==> src/core/phy_test_defines.svh <==
`ifndef PHY_TEST_DEFINES_SVH
`define PHY_TEST_DEFINES_SVH

// Register indices; byte address is four times the index
`define IDX_PKT_LEN       10'h07B
`define IDX_GAP_LEN       10'h07C
`define IDX_DELAY_CTL     10'h086
`define IDX_EQ_CFG        10'h08A
`define IDX_GAIN_AB       10'h0A0
`define IDX_GAIN_CD       10'h0A1
`define IDX_SWING_AB      10'h0A2
`define IDX_GEN_CTL       10'h0F0
`define IDX_GEN_STS       10'h0F1

// Reset values
`define RST_PKT_LEN       16'h05DC
`define RST_GAP_LEN       16'h007D
`define RST_EQ_CFG        16'h0000
`define RST_SWING_AB      16'h0810
`define RST_GEN_CTL       16'h0000

// Writable bits of each register
`define MASK_PKT_LEN      16'hFFFF
`define MASK_GAP_LEN      16'h00FF
`define MASK_DELAY_CTL    16'h00FF
`define MASK_EQ_CFG       16'hFFFF
`define MASK_GAIN         16'h0F0F
`define MASK_SWING        16'h3F3F
`define MASK_GEN_CTL      16'h0001

// Field positions
`define TX_DELAY_MSB      7
`define TX_DELAY_LSB      4
`define RX_DELAY_MSB      3
`define RX_DELAY_LSB      0
`define GAIN_LO_MSB       3
`define GAIN_LO_LSB       0
`define GAIN_HI_MSB       11
`define GAIN_HI_LSB       8
`define SWING_A_MSB       4
`define SWING_A_LSB       0
`define SWING_A_FORCE     5
`define SWING_B_MSB       12
`define SWING_B_LSB       8
`define SWING_B_FORCE     13
`define GEN_ENABLE_BIT    0
`define GAP_UNITS_MSB     7
`define GAP_UNITS_LSB     0

// Behaviour constants
`define SWING_INTERNAL    5'h10
`define GAIN_CENTER       8'sh08
`define GAIN_STEP_PCT     8'sh02
`define PREAMBLE_NIBBLES  5'h0D
`define PREAMBLE_NIBBLE   4'h5
`define SFD_LOW_NIBBLE    4'h5
`define SFD_HIGH_NIBBLE   4'hD
`define GAP_NIBBLE_SHIFT  3
`define LFSR_SEED         15'h7FFF
`define LOAD_DONE_STAGE   2'h2

`endif

==> src/core/phy_test_pkg.sv <==
package phy_test_pkg;

	typedef enum logic [4:0] {
		GEN_IDLE     = 5'b00001,
		GEN_PREAMBLE = 5'b00010,
		GEN_SFD      = 5'b00100,
		GEN_PAYLOAD  = 5'b01000,
		GEN_GAP      = 5'b10000
	} gen_state_t;

	typedef logic [15:0] reg16_t;

endpackage : phy_test_pkg

==> src/core/selftest_if.sv <==
`timescale 1ns/1ps
`default_nettype none

interface selftest_if;
	logic                    enable;
	logic [15:0]             packet_bytes;
	logic [7:0]              gap_units;
	logic                    busy;
	phy_test_pkg::gen_state_t phase;
	logic [11:0]             packets_sent;

	modport regs (output enable, output packet_bytes, output gap_units,
		input busy, input phase, input packets_sent);
	modport gen (input enable, input packet_bytes, input gap_units,
		output busy, output phase, output packets_sent);
endinterface : selftest_if

`default_nettype wire

==> src/core/selftest_gen.sv <==
`timescale 1ns/1ps
`default_nettype none
`include "phy_test_defines.svh"

module selftest_gen (
	input  wire logic   clk_sys,
	input  wire logic   sys_rst,
	selftest_if.gen     cfg,
	output logic [3:0]  gen_nibble,
	output logic        gen_valid
);

	phy_test_pkg::gen_state_t state;
	phy_test_pkg::gen_state_t next_state;
	logic [16:0]  count;
	logic [16:0]  next_count;
	logic [14:0]  lfsr;
	logic [16:0]  payload_last;
	logic [16:0]  gap_last;
	logic         payload_empty;
	logic         gap_empty;
	logic         count_done_pre;
	logic         count_done_pay;
	logic         count_done_gap;
	logic [3:0]   next_nibble;

	assign payload_last   = {cfg.packet_bytes, 1'b0} - 17'h00001;
	assign gap_last       = 17'({cfg.gap_units, 3'b000}) - 17'h00001;
	assign payload_empty  = (cfg.packet_bytes == 16'h0000);
	assign gap_empty      = (cfg.gap_units == 8'h00);
	assign count_done_pre = (count == 17'({`PREAMBLE_NIBBLES}) - 17'h00001);
	assign count_done_pay = (count == payload_last);
	assign count_done_gap = (count == gap_last);

	always_comb begin
		next_state = state;
		next_count = count + 17'h00001;
		unique case (state)
			phy_test_pkg::GEN_IDLE: begin
				next_count = 17'h00000;
				if (cfg.enable) begin
					next_state = phy_test_pkg::GEN_PREAMBLE;
				end
			end
			phy_test_pkg::GEN_PREAMBLE: begin
				if (count_done_pre) begin
					next_state = phy_test_pkg::GEN_SFD;
					next_count = 17'h00000;
				end
			end
			phy_test_pkg::GEN_SFD: begin
				if (count[0]) begin
					next_count = 17'h00000;
					next_state = payload_empty ? phy_test_pkg::GEN_GAP : phy_test_pkg::GEN_PAYLOAD;
					if (payload_empty && gap_empty) begin
						next_state = cfg.enable ? phy_test_pkg::GEN_PREAMBLE : phy_test_pkg::GEN_IDLE;
					end
				end
			end
			phy_test_pkg::GEN_PAYLOAD: begin
				if (count_done_pay) begin
					next_count = 17'h00000;
					next_state = phy_test_pkg::GEN_GAP;
					if (gap_empty) begin
						next_state = cfg.enable ? phy_test_pkg::GEN_PREAMBLE : phy_test_pkg::GEN_IDLE;
					end
				end
			end
			phy_test_pkg::GEN_GAP: begin
				if (count_done_gap) begin
					next_count = 17'h00000;
					next_state = cfg.enable ? phy_test_pkg::GEN_PREAMBLE : phy_test_pkg::GEN_IDLE;
				end
			end
			default: begin
				next_state = phy_test_pkg::GEN_IDLE;
				next_count = 17'h00000;
			end
		endcase
	end

	always_comb begin
		unique case (next_state)
			phy_test_pkg::GEN_PREAMBLE: next_nibble = `PREAMBLE_NIBBLE;
			phy_test_pkg::GEN_SFD:      next_nibble = next_count[0] ? `SFD_HIGH_NIBBLE : `SFD_LOW_NIBBLE;
			phy_test_pkg::GEN_PAYLOAD:  next_nibble = lfsr[3:0];
			default:                    next_nibble = 4'h0;
		endcase
	end

	always_ff @(posedge clk_sys or posedge sys_rst) begin
		if (sys_rst) begin
			state      <= phy_test_pkg::GEN_IDLE;
			count      <= 17'h00000;
			lfsr       <= `LFSR_SEED;
			gen_nibble <= 4'h0;
			gen_valid  <= 1'b0;
		end else begin
			state      <= next_state;
			count      <= next_count;
			gen_nibble <= next_nibble;
			gen_valid  <= (next_state != phy_test_pkg::GEN_IDLE) && (next_state != phy_test_pkg::GEN_GAP);
			if (next_state == phy_test_pkg::GEN_PAYLOAD) begin
				lfsr <= {lfsr[13:0], lfsr[14] ^ lfsr[13]};
			end
		end
	end

	always_ff @(posedge clk_sys or posedge sys_rst) begin
		if (sys_rst) begin
			cfg.packets_sent <= 12'h000;
		end else if (state == phy_test_pkg::GEN_SFD && count[0]) begin
			cfg.packets_sent <= cfg.packets_sent + 12'h001;
		end
	end

	assign cfg.busy  = (state != phy_test_pkg::GEN_IDLE);
	assign cfg.phase = state;

endmodule : selftest_gen

`default_nettype wire

==> src/core/phy_test_delay_trim_regs.sv <==
// How it works
// - The self-test packet length is a 16-bit setting in bytes that resets to 1500.
// - Every generated packet starts with thirteen 0x5 nibbles and then the 0xD5 delimiter.
// - An 8-bit gap setting, reset to 0x7D, sets the idle length between successive packets.
// - The idle gap between packets lasts four bytes per unit of the gap setting.
// - Bits 15:8 of the clock delay register ignore writes and read as zero.
// - The 4-bit transmit delay code selects (code+1) quarter nanoseconds of clock delay.
// - The 4-bit receive delay code selects (code+1) quarter nanoseconds of clock delay.
// - Both delay fields load from the strap pins at reset and stay writable afterwards.
// - Each channel has a writable 4-bit fine gain field loaded from trim at reset.
// - Fine gain codes map to 2% steps, code 8 being no change and code 0 giving -16%.
// - Channels B, C and D share the gain mapping of channel A.
// - Channel A swing value drives the line only while its override bit is set.
// - Channel B swing works the same way, and both fields reset to their defaults.
//
// Local design decision: register access over APB.
`timescale 1ns/1ps
`default_nettype none
`include "phy_test_defines.svh"

module phy_test_delay_trim_regs (
	input  wire logic         clk_sys,
	input  wire logic         sys_rst,
	input  wire logic         psel,
	input  wire logic         penable,
	input  wire logic         pwrite,
	input  wire logic [11:0]  paddr,
	input  wire logic [31:0]  pwdata,
	input  wire logic [3:0]   pstrb,
	output logic [31:0]       prdata,
	output logic              pready,
	output logic              pslverr,
	input  wire logic [2:0]   strap_tx_delay,
	input  wire logic [2:0]   strap_rx_delay,
	input  wire logic [15:0]  trim_fine_gain,
	output logic [4:0]        tx_delay_quarter_ns,
	output logic [4:0]        rx_delay_quarter_ns,
	output logic [3:0]        fine_gain_chan_a,
	output logic [3:0]        fine_gain_chan_b,
	output logic [3:0]        fine_gain_chan_c,
	output logic [3:0]        fine_gain_chan_d,
	output logic [31:0]       fine_gain_pct,
	output logic [4:0]        driver_swing_chan_a,
	output logic [4:0]        driver_swing_chan_b,
	output logic [15:0]       rx_equalizer_setting,
	output logic [3:0]        gen_nibble,
	output logic              gen_valid
);

	// Merge write data into a register, honouring byte strobes and writable bits
	function automatic phy_test_pkg::reg16_t merge_write(
		input phy_test_pkg::reg16_t old_value,
		input logic [15:0]          wdata,
		input logic [1:0]           strb,
		input logic [15:0]          writable
	);
		logic [15:0] lanes;
		lanes = {{8{strb[1]}}, {8{strb[0]}}} & writable;
		merge_write = (old_value & ~lanes) | (wdata & lanes);
	endfunction : merge_write

	// Delay code to quarter nanoseconds
	function automatic logic [4:0] delay_quarters(input logic [3:0] code);
		delay_quarters = 5'({1'b0, code}) + 5'h01;
	endfunction : delay_quarters

	// Fine gain code to signed percent change
	function automatic logic signed [7:0] gain_percent(input logic [3:0] code);
		gain_percent = (8'(signed'({4'h0, code})) - `GAIN_CENTER) * `GAIN_STEP_PCT;
	endfunction : gain_percent

	// Register index compare shared by every select
	function automatic logic index_hit(input logic [9:0] index, input logic [9:0] target);
		index_hit = (index == target);
	endfunction : index_hit

	selftest_if gen_link ();

	// Strap and trim synchronisers
	logic [21:0]  pin_sync_a;
	logic [21:0]  pin_sync_b;
	logic [1:0]   load_stage;
	logic         loaded;
	logic         load_now;
	logic [2:0]   strap_tx_sync;
	logic [2:0]   strap_rx_sync;
	logic [3:0]   trim_gain_a;
	logic [3:0]   trim_gain_b;
	logic [3:0]   trim_gain_c;
	logic [3:0]   trim_gain_d;
	logic [15:0]  delay_strap_word;
	logic [15:0]  gain_ab_trim;
	logic [15:0]  gain_cd_trim;

	// Register storage
	phy_test_pkg::reg16_t  pkt_len;
	phy_test_pkg::reg16_t  gap_len;
	phy_test_pkg::reg16_t  delay_ctl;
	phy_test_pkg::reg16_t  eq_cfg;
	phy_test_pkg::reg16_t  gain_ab;
	phy_test_pkg::reg16_t  gain_cd;
	phy_test_pkg::reg16_t  swing_ab;
	phy_test_pkg::reg16_t  gen_ctl;

	// Bus decode
	logic [9:0]   reg_index;
	logic         aligned;
	logic         hit_pkt_len;
	logic         hit_gap_len;
	logic         hit_delay_ctl;
	logic         hit_eq_cfg;
	logic         hit_gain_ab;
	logic         hit_gain_cd;
	logic         hit_swing_ab;
	logic         hit_gen_ctl;
	logic         hit_gen_sts;
	logic         mapped;
	logic         access_done;
	logic         wr_en;
	logic [1:0]   wr_strb;
	logic [15:0]  wr_data;
	logic [15:0]  read_value;
	logic [15:0]  gen_status;
	logic [31:0]  next_prdata;
	logic         rd_en;

	// Write strobes per register
	logic         wr_delay_ctl;
	logic         wr_eq_cfg;
	logic         wr_swing_ab;
	logic         wr_gain_ab;
	logic         wr_gain_cd;

	// Generator status fields
	logic         gen_busy;
	logic [11:0]  gen_packets;

	// Named fields of the settings
	logic [15:0]  selftest_packet_bytes;
	logic [7:0]   selftest_gap_units;
	logic         swing_override_chan_a;
	logic         swing_override_chan_b;
	logic [4:0]   swing_field_chan_a;
	logic [4:0]   swing_field_chan_b;

	assign reg_index     = paddr[11:2];
	assign aligned       = (paddr[1:0] == 2'b00);
	assign hit_pkt_len   = aligned && index_hit(reg_index, `IDX_PKT_LEN);
	assign hit_gap_len   = aligned && index_hit(reg_index, `IDX_GAP_LEN);
	assign hit_delay_ctl = aligned && index_hit(reg_index, `IDX_DELAY_CTL);
	assign hit_eq_cfg    = aligned && index_hit(reg_index, `IDX_EQ_CFG);
	assign hit_gain_ab   = aligned && index_hit(reg_index, `IDX_GAIN_AB);
	assign hit_gain_cd   = aligned && index_hit(reg_index, `IDX_GAIN_CD);
	assign hit_swing_ab  = aligned && index_hit(reg_index, `IDX_SWING_AB);
	assign hit_gen_ctl   = aligned && index_hit(reg_index, `IDX_GEN_CTL);
	assign hit_gen_sts   = aligned && index_hit(reg_index, `IDX_GEN_STS);
	assign mapped        = hit_pkt_len | hit_gap_len | hit_delay_ctl | hit_eq_cfg | hit_gain_ab
		| hit_gain_cd | hit_swing_ab | hit_gen_ctl | hit_gen_sts;

	// Answer only after straps and trim are in place
	assign pready      = psel && penable && loaded;
	assign pslverr     = pready && !mapped;
	assign access_done = pready;
	assign wr_en       = access_done && pwrite && mapped;
	assign wr_strb     = pstrb[1:0];
	assign wr_data     = pwdata[15:0];
	assign rd_en       = psel && !pwrite;

	// Write strobes per register
	assign wr_delay_ctl = wr_en && hit_delay_ctl;
	assign wr_eq_cfg    = wr_en && hit_eq_cfg;
	assign wr_swing_ab  = wr_en && hit_swing_ab;
	assign wr_gain_ab   = wr_en && hit_gain_ab;
	assign wr_gain_cd   = wr_en && hit_gain_cd;

	// Generator status word, busy flag over the packet count
	assign gen_busy    = gen_link.busy;
	assign gen_packets = gen_link.packets_sent;
	assign gen_status  = {3'b000, gen_busy, gen_packets};

	assign read_value =
		({16{hit_pkt_len}}   & pkt_len)   |
		({16{hit_gap_len}}   & gap_len)   |
		({16{hit_delay_ctl}} & delay_ctl) |
		({16{hit_eq_cfg}}    & eq_cfg)    |
		({16{hit_gain_ab}}   & gain_ab)   |
		({16{hit_gain_cd}}   & gain_cd)   |
		({16{hit_swing_ab}}  & swing_ab)  |
		({16{hit_gen_ctl}}   & gen_ctl)   |
		({16{hit_gen_sts}}   & gen_status);

	assign next_prdata = rd_en ? {16'h0000, read_value} : 32'h0000_0000;

	always_ff @(posedge clk_sys or posedge sys_rst) begin
		if (sys_rst) begin
			prdata <= 32'h0000_0000;
		end else begin
			prdata <= next_prdata;
		end
	end

	// Two-flop synchroniser for straps and trim pins
	always_ff @(posedge clk_sys or posedge sys_rst) begin
		if (sys_rst) begin
			pin_sync_a <= 22'h000000;
			pin_sync_b <= 22'h000000;
		end else begin
			pin_sync_a <= {strap_tx_delay, strap_rx_delay, trim_fine_gain};
			pin_sync_b <= pin_sync_a;
		end
	end

	// Synchronised pin groups and the register words they seed
	assign {strap_tx_sync, strap_rx_sync, trim_gain_d, trim_gain_c, trim_gain_b, trim_gain_a} = pin_sync_b;
	assign delay_strap_word = {8'h00, 1'b0, strap_tx_sync, 1'b0, strap_rx_sync};
	assign gain_ab_trim     = {4'h0, trim_gain_b, 4'h0, trim_gain_a};
	assign gain_cd_trim     = {4'h0, trim_gain_d, 4'h0, trim_gain_c};

	// Capture straps once after reset release
	assign load_now = !loaded && (load_stage == `LOAD_DONE_STAGE);

	always_ff @(posedge clk_sys or posedge sys_rst) begin
		if (sys_rst) begin
			load_stage <= 2'h0;
			loaded     <= 1'b0;
		end else if (!loaded) begin
			load_stage <= load_stage + 2'h1;
			loaded     <= load_now;
		end
	end

	// Self-test settings
	always_ff @(posedge clk_sys or posedge sys_rst) begin
		if (sys_rst) begin
			pkt_len <= `RST_PKT_LEN;
			gap_len <= `RST_GAP_LEN;
			gen_ctl <= `RST_GEN_CTL;
		end else if (wr_en) begin
			if (hit_pkt_len) begin
				pkt_len <= merge_write(pkt_len, wr_data, wr_strb, `MASK_PKT_LEN);
			end
			if (hit_gap_len) begin
				gap_len <= merge_write(gap_len, wr_data, wr_strb, `MASK_GAP_LEN);
			end
			if (hit_gen_ctl) begin
				gen_ctl <= merge_write(gen_ctl, wr_data, wr_strb, `MASK_GEN_CTL);
			end
		end
	end

	// Clock delay control, loaded from straps
	always_ff @(posedge clk_sys or posedge sys_rst) begin
		if (sys_rst) begin
			delay_ctl <= 16'h0000;
		end else if (load_now) begin
			delay_ctl <= delay_strap_word;
		end else if (wr_delay_ctl) begin
			delay_ctl <= merge_write(delay_ctl, wr_data, wr_strb, `MASK_DELAY_CTL);
		end
	end

	// Receiver equalizer setting
	always_ff @(posedge clk_sys or posedge sys_rst) begin
		if (sys_rst) begin
			eq_cfg <= `RST_EQ_CFG;
		end else if (wr_eq_cfg) begin
			eq_cfg <= merge_write(eq_cfg, wr_data, wr_strb, `MASK_EQ_CFG);
		end
	end

	// Fine gain, loaded from trim
	always_ff @(posedge clk_sys or posedge sys_rst) begin
		if (sys_rst) begin
			gain_ab <= 16'h0000;
			gain_cd <= 16'h0000;
		end else if (load_now) begin
			gain_ab <= gain_ab_trim;
			gain_cd <= gain_cd_trim;
		end else begin
			if (wr_gain_ab) begin
				gain_ab <= merge_write(gain_ab, wr_data, wr_strb, `MASK_GAIN);
			end
			if (wr_gain_cd) begin
				gain_cd <= merge_write(gain_cd, wr_data, wr_strb, `MASK_GAIN);
			end
		end
	end

	// Line driver swing override
	always_ff @(posedge clk_sys or posedge sys_rst) begin
		if (sys_rst) begin
			swing_ab <= `RST_SWING_AB;
		end else if (wr_swing_ab) begin
			swing_ab <= merge_write(swing_ab, wr_data, wr_strb, `MASK_SWING);
		end
	end

	// Outputs towards the analogue and clocking blocks
	assign tx_delay_quarter_ns = delay_quarters(delay_ctl[`TX_DELAY_MSB:`TX_DELAY_LSB]);
	assign rx_delay_quarter_ns = delay_quarters(delay_ctl[`RX_DELAY_MSB:`RX_DELAY_LSB]);
	assign rx_equalizer_setting = eq_cfg;

	assign fine_gain_chan_a = gain_ab[`GAIN_LO_MSB:`GAIN_LO_LSB];
	assign fine_gain_chan_b = gain_ab[`GAIN_HI_MSB:`GAIN_HI_LSB];
	assign fine_gain_chan_c = gain_cd[`GAIN_LO_MSB:`GAIN_LO_LSB];
	assign fine_gain_chan_d = gain_cd[`GAIN_HI_MSB:`GAIN_HI_LSB];

	// Same percent mapping for all four channels
	logic [15:0] gain_codes;
	assign gain_codes = {fine_gain_chan_d, fine_gain_chan_c, fine_gain_chan_b, fine_gain_chan_a};

	genvar ch;
	generate
		for (ch = 0; ch < 4; ch = ch + 1) begin : g_gain_pct
			assign fine_gain_pct[ch*8 +: 8] = gain_percent(gain_codes[ch*4 +: 4]);
		end
	endgenerate

	assign swing_override_chan_a = swing_ab[`SWING_A_FORCE];
	assign swing_override_chan_b = swing_ab[`SWING_B_FORCE];
	assign swing_field_chan_a    = swing_ab[`SWING_A_MSB:`SWING_A_LSB];
	assign swing_field_chan_b    = swing_ab[`SWING_B_MSB:`SWING_B_LSB];
	assign driver_swing_chan_a   = swing_override_chan_a ? swing_field_chan_a : `SWING_INTERNAL;
	assign driver_swing_chan_b   = swing_override_chan_b ? swing_field_chan_b : `SWING_INTERNAL;

	// Self-test generator
	assign selftest_packet_bytes = pkt_len;
	assign selftest_gap_units    = gap_len[`GAP_UNITS_MSB:`GAP_UNITS_LSB];
	assign gen_link.enable       = gen_ctl[`GEN_ENABLE_BIT];
	assign gen_link.packet_bytes = selftest_packet_bytes;
	assign gen_link.gap_units    = selftest_gap_units;

	selftest_gen u_selftest_gen (
		.clk_sys    (clk_sys),
		.sys_rst    (sys_rst),
		.cfg        (gen_link),
		.gen_nibble (gen_nibble),
		.gen_valid  (gen_valid)
	);

endmodule : phy_test_delay_trim_regs

`default_nettype wire

==> config.mk <==
export PLATFORM = sky130hd
export DESIGN_NAME = phy_test_delay_trim_regs
export DESIGN_NICKNAME = d
export VERILOG_FILES = /design/src/core/phy_test_pkg.sv /design/src/core/selftest_if.sv /design/src/core/selftest_gen.sv /design/src/core/phy_test_delay_trim_regs.sv
export VERILOG_INCLUDE_DIRS = /design/src /design/src/core
export SDC_FILE = /design/constraint.sdc
export NUM_CORES = 1
export LEC_CHECK = 0
export BUFFER_PORTS_ARGS = -buffer_cell sky130_fd_sc_hd__buf_2
export CORE_MARGIN = 10
export CORE_UTILIZATION = 30
export DETAILED_ROUTE_END_ITERATION = 6
export SLEW_MARGIN = 10
export SYNTH_ARGS = -nofsm -noshare
export SYNTH_HDL_FRONTEND = slang
export SYNTH_HIERARCHICAL = 1
export SYNTH_SLANG_ARGS = --single-unit
export TNS_END_PERCENT = 50
==> constraint.sdc <==
create_clock -name clk_sys -period 5.5 [get_ports clk_sys]
set_input_delay 0.55 -clock clk_sys [delete_from_list [all_inputs] [get_ports clk_sys]]
set_output_delay 0.55 -clock clk_sys [all_outputs]
set_load 0.03 [all_outputs]
==> flow_summary_export.csv <==
group,metric,value,unit
global_route,grt_max_degree,80,
route,drt_iter0_drc,431,
cts,cts_buffer_depth,2,
setup_path,crit_fanout,17,
timing,slew_headroom,23.0,%
timing,hold_ws,0.206,ns
timing,post-route-period-util,65.4,%
placed_design,dp_hpwl,20200,um
power_and_ir_drop,power_switching,0.726,mW
synthesis,seq_area_frac_synth,50.6,%
die,start_util,30.5,%
timing,tightest_slew,1.15,ns
power_and_ir_drop,seqPwrFrac,49.1,%
timing,finalCriticalPeriod,3.60,ns
power_and_ir_drop,p_clk_share,44.2,%
timing,finalWorstSetupSlack,1.90,ns
cts,ctsResizeCount,0,
setup_path,slowest_stage,"or4_1",
power_and_ir_drop,cellInternalPower,2.27,mW
final_layout,drive_above_1_share,28.9,%
global_route,overflow,0,
route,drt_wl_total,26700,um
cts,htreeDepth,4,
setup_path,crit_type,"reg -> reg",
synthesis,netlist_top_cells_count,"dfrtp_1, nor2_1, nand2_1",
placed_design,port_buffers,159,
route,wl_met2,13100,um
setup_path,endpoint_kind,"flip-flop",
power_and_ir_drop,powerDensity,268,nW/um^2
cts,cts_setup_buffers,0,
cts,insertion_delay,0.44,ns
synthesis,syn_inst,900,
synthesis,ys_types,77,
die,ios,198,
cts,clkSinkCount,194,
route,num_vias,7243,
worst_hold_path,hold_class,"in -> reg",
global_route,grt_pass1_wl,42100,um
final_layout,n_antenna_cell,0,
cts,tritoncts,"built",
synthesis,yosysWarningCount,6,
power_and_ir_drop,switching_share,24.3,%
synthesis,synth.most_common_cell,"dfrtp_1",
final_layout,nets,1098,
die,die_w,199,um
setup_path,cp_top_family,"simple AND/OR/NAND/NOR gates",
global_route,antenna_found_initial,0,
placed_design,placed_cell_area,10600,um^2
setup_path,worst-r2r-cell-count,8,
timing,skew,0.00885,ns
setup_path,path_depth,8,
setup_path,cp-start-kind,"flip-flop",
synthesis,ys_seq_elements,194,
synthesis,yosys.area.top_type,"dfrtp_1",
timing,drv_slew,0,
timing,fmax,278,MHz
final_layout,regArea,4890,um^2
route,topRoutingLayerUsed,"met4",
route,avgRoutedWirePerCell,18.7,um
placed_design,dp_slack,1.92,ns
worst_hold_path,hold_path_depth,1,
power_and_ir_drop,p_leak,5.17,nW
route,wl_met1,11900,um
synthesis,mappedNetlistArea,9660,um^2
die,core,31600,um^2
final_layout,area_growth,15.6,%
placed_design,gp_congestion,0.829,
cts,clkTransAtPathRegs,0.07,ns
setup_path,crit_path_max_incr_delay,0.67,ns
cts,root_buffer,"clkbuf_16",
final_layout,fillers,3155,
final_layout,stdcell_area,11200,um^2
global_route,grt.total_usage,13.5,%
final_layout,multi_input_area,4210,um^2
synthesis,synth_edf_count,0,
power_and_ir_drop,ir_worst_vdd,0.226,mV
synthesis,synthFlopType,"dfrtp_1",
synthesis,synth_area_leaders,"dfrtp_1, dfstp_2, mux2_2",
synthesis,async_flop_share,100,%
die,die_y,199,um
timing,tns,0,ns
timing,final_hold_viol_count,0,
power_and_ir_drop,power,2.99,mW
job,max_cap_violations,0,
setup_path,worstPathArrival,3.91,ns
cts,numCtsBuffers,17,
global_route,grt_pass1_vias,7463,
power_and_ir_drop,comb_power_share,6.8,%
route,postRouteAntennaNets,0,
cts,postCtsHoldBufs,0,
timing,setup_violations,0,
route,drc,0,
route,dr.pass1.iters,5,
die,rows,65,
synthesis,syn_area_per_cell,10.7,um^2
setup_path,cp.buffers_inverters,0,
synthesis,synth_top_area_share,42.2,%
route,routed-wl-met3,1320,um
timing,rsz0062_at_grt,"false",
die,dieArea,39800,um^2
route,viasPerCell,5.07,
setup_path,critical_path.cell_chain,"or4_1 -> or4b_1 -> a211o_1 -> a221oi_2 -> and4_2 -> o211ai_2 -> nor2_2 -> o21ai_0",
status,status,"finished clean",
setup_path,crit_required,5.81,ns
[sequential cells by signal (all words and copies together), names as in the netlist, 15 cells and up]
signal	flops
rx_equalizer_setting	16
pin_sync_a	22
gen_link.packet_bytes	16
prdata	16
u_selftest_gen/count	17
u_selftest_gen/lfsr	15
pin_sync_b	22
[cells by family after synthesis]
family,share of synthesized area [%]
compound gates,11.9
other cells,0.0388
buf+inv,6.51
flops,50.6
mux,8.65
fa+ha+maj,1.17
xor+xnor,4.99
simple gates,16.1
[cell type report]
type	instances	area share, %
Sequential cell	194	43.8
Multi-Input combinational cell	609	37.7
Timing Repair Buffer	164	7.46
Tap cell	402	4.50
Clock buffer	20	3.91
Clock inverter	12	1.61
Inverter	28	0.986
[worst register-to-register path: stages, from the launching register on]
cell and delay (ns):
dfrtp_1 0.46, or4_1 0.67, or4b_1 0.56, a211o_1 0.26, a221oi_2 0.30, and4_2 0.31, o211ai_2 0.32, nor2_2 0.42
o21ai_0 0.16
[worst paths after layout]
path	from	to	slack, ns
hold reg to reg	pin_sync_a[17]	pin_sync_b[17]	0.35
setup / recovery	gen_link.packet_bytes[5]	u_selftest_gen/count[12]	1.90
max in group asynchronous	sys_rst	rx_equalizer_setting[0]	3.94
hold / removal	trim_fine_gain[15]	pin_sync_a[15]	0.21
min in group asynchronous	sys_rst	prdata[12]	0.24
setup reg to reg	gen_link.packet_bytes[5]	u_selftest_gen/count[12]	1.90
[metal layers]
metal	GRT usage, %	up-vias
met5	0	-
met4	4.37	0
met3	3.13	25
met2	22.6	211
met1	16.9	3625
li1	-	3382
[through the flow]
stage / util [%] / cells
6_report: 35.3 / 1429
5_1_grt: 35.3 / 1429
4_1_cts: 35.3 / 1429
3_5_place_dp: 33.4 / 1397
3_3_place_gp: 33.4 / 1397
2_1_floorplan: - / 919
[cells in the final DEF (no fill, tap or decap), types with 6 or more instances in the layout]
cell	count
dfrtp_1	163
buf_2	159
nor2_1	63
nand2_1	61
mux2_2	46
xnor2_1	36
a22oi_1	33
dfstp_2	31
nand3_1	30
a21oi_1	28
inv_1	26
mux2_1	22
o21ai_0	22
conb_1	20
xor2_1	19
and2_1	18
nor3_1	17
clkbuf_16	17
a31oi_1	14
nand4_1	13
nand2b_1	10
o21ai_1	9
ha_1	9
and3_1	8
mux2i_1	7
nor2b_1	6
or4_1	6
nor4b_1	6
nor4_1	6
[power by group through the flow]
stage          logic [mW]  registers (mW)  clock network (mW)
6_report            0.203            1.47                1.32
5_1_grt             0.222            1.47                1.41
4_1_cts             0.206            1.47                1.36
2_1_floorplan       0.139            1.50                   0
3_5_place_dp        0.205            1.50                   0
3_3_place_gp        0.203            1.49                   0
Power figures use the tool's default switching activity.
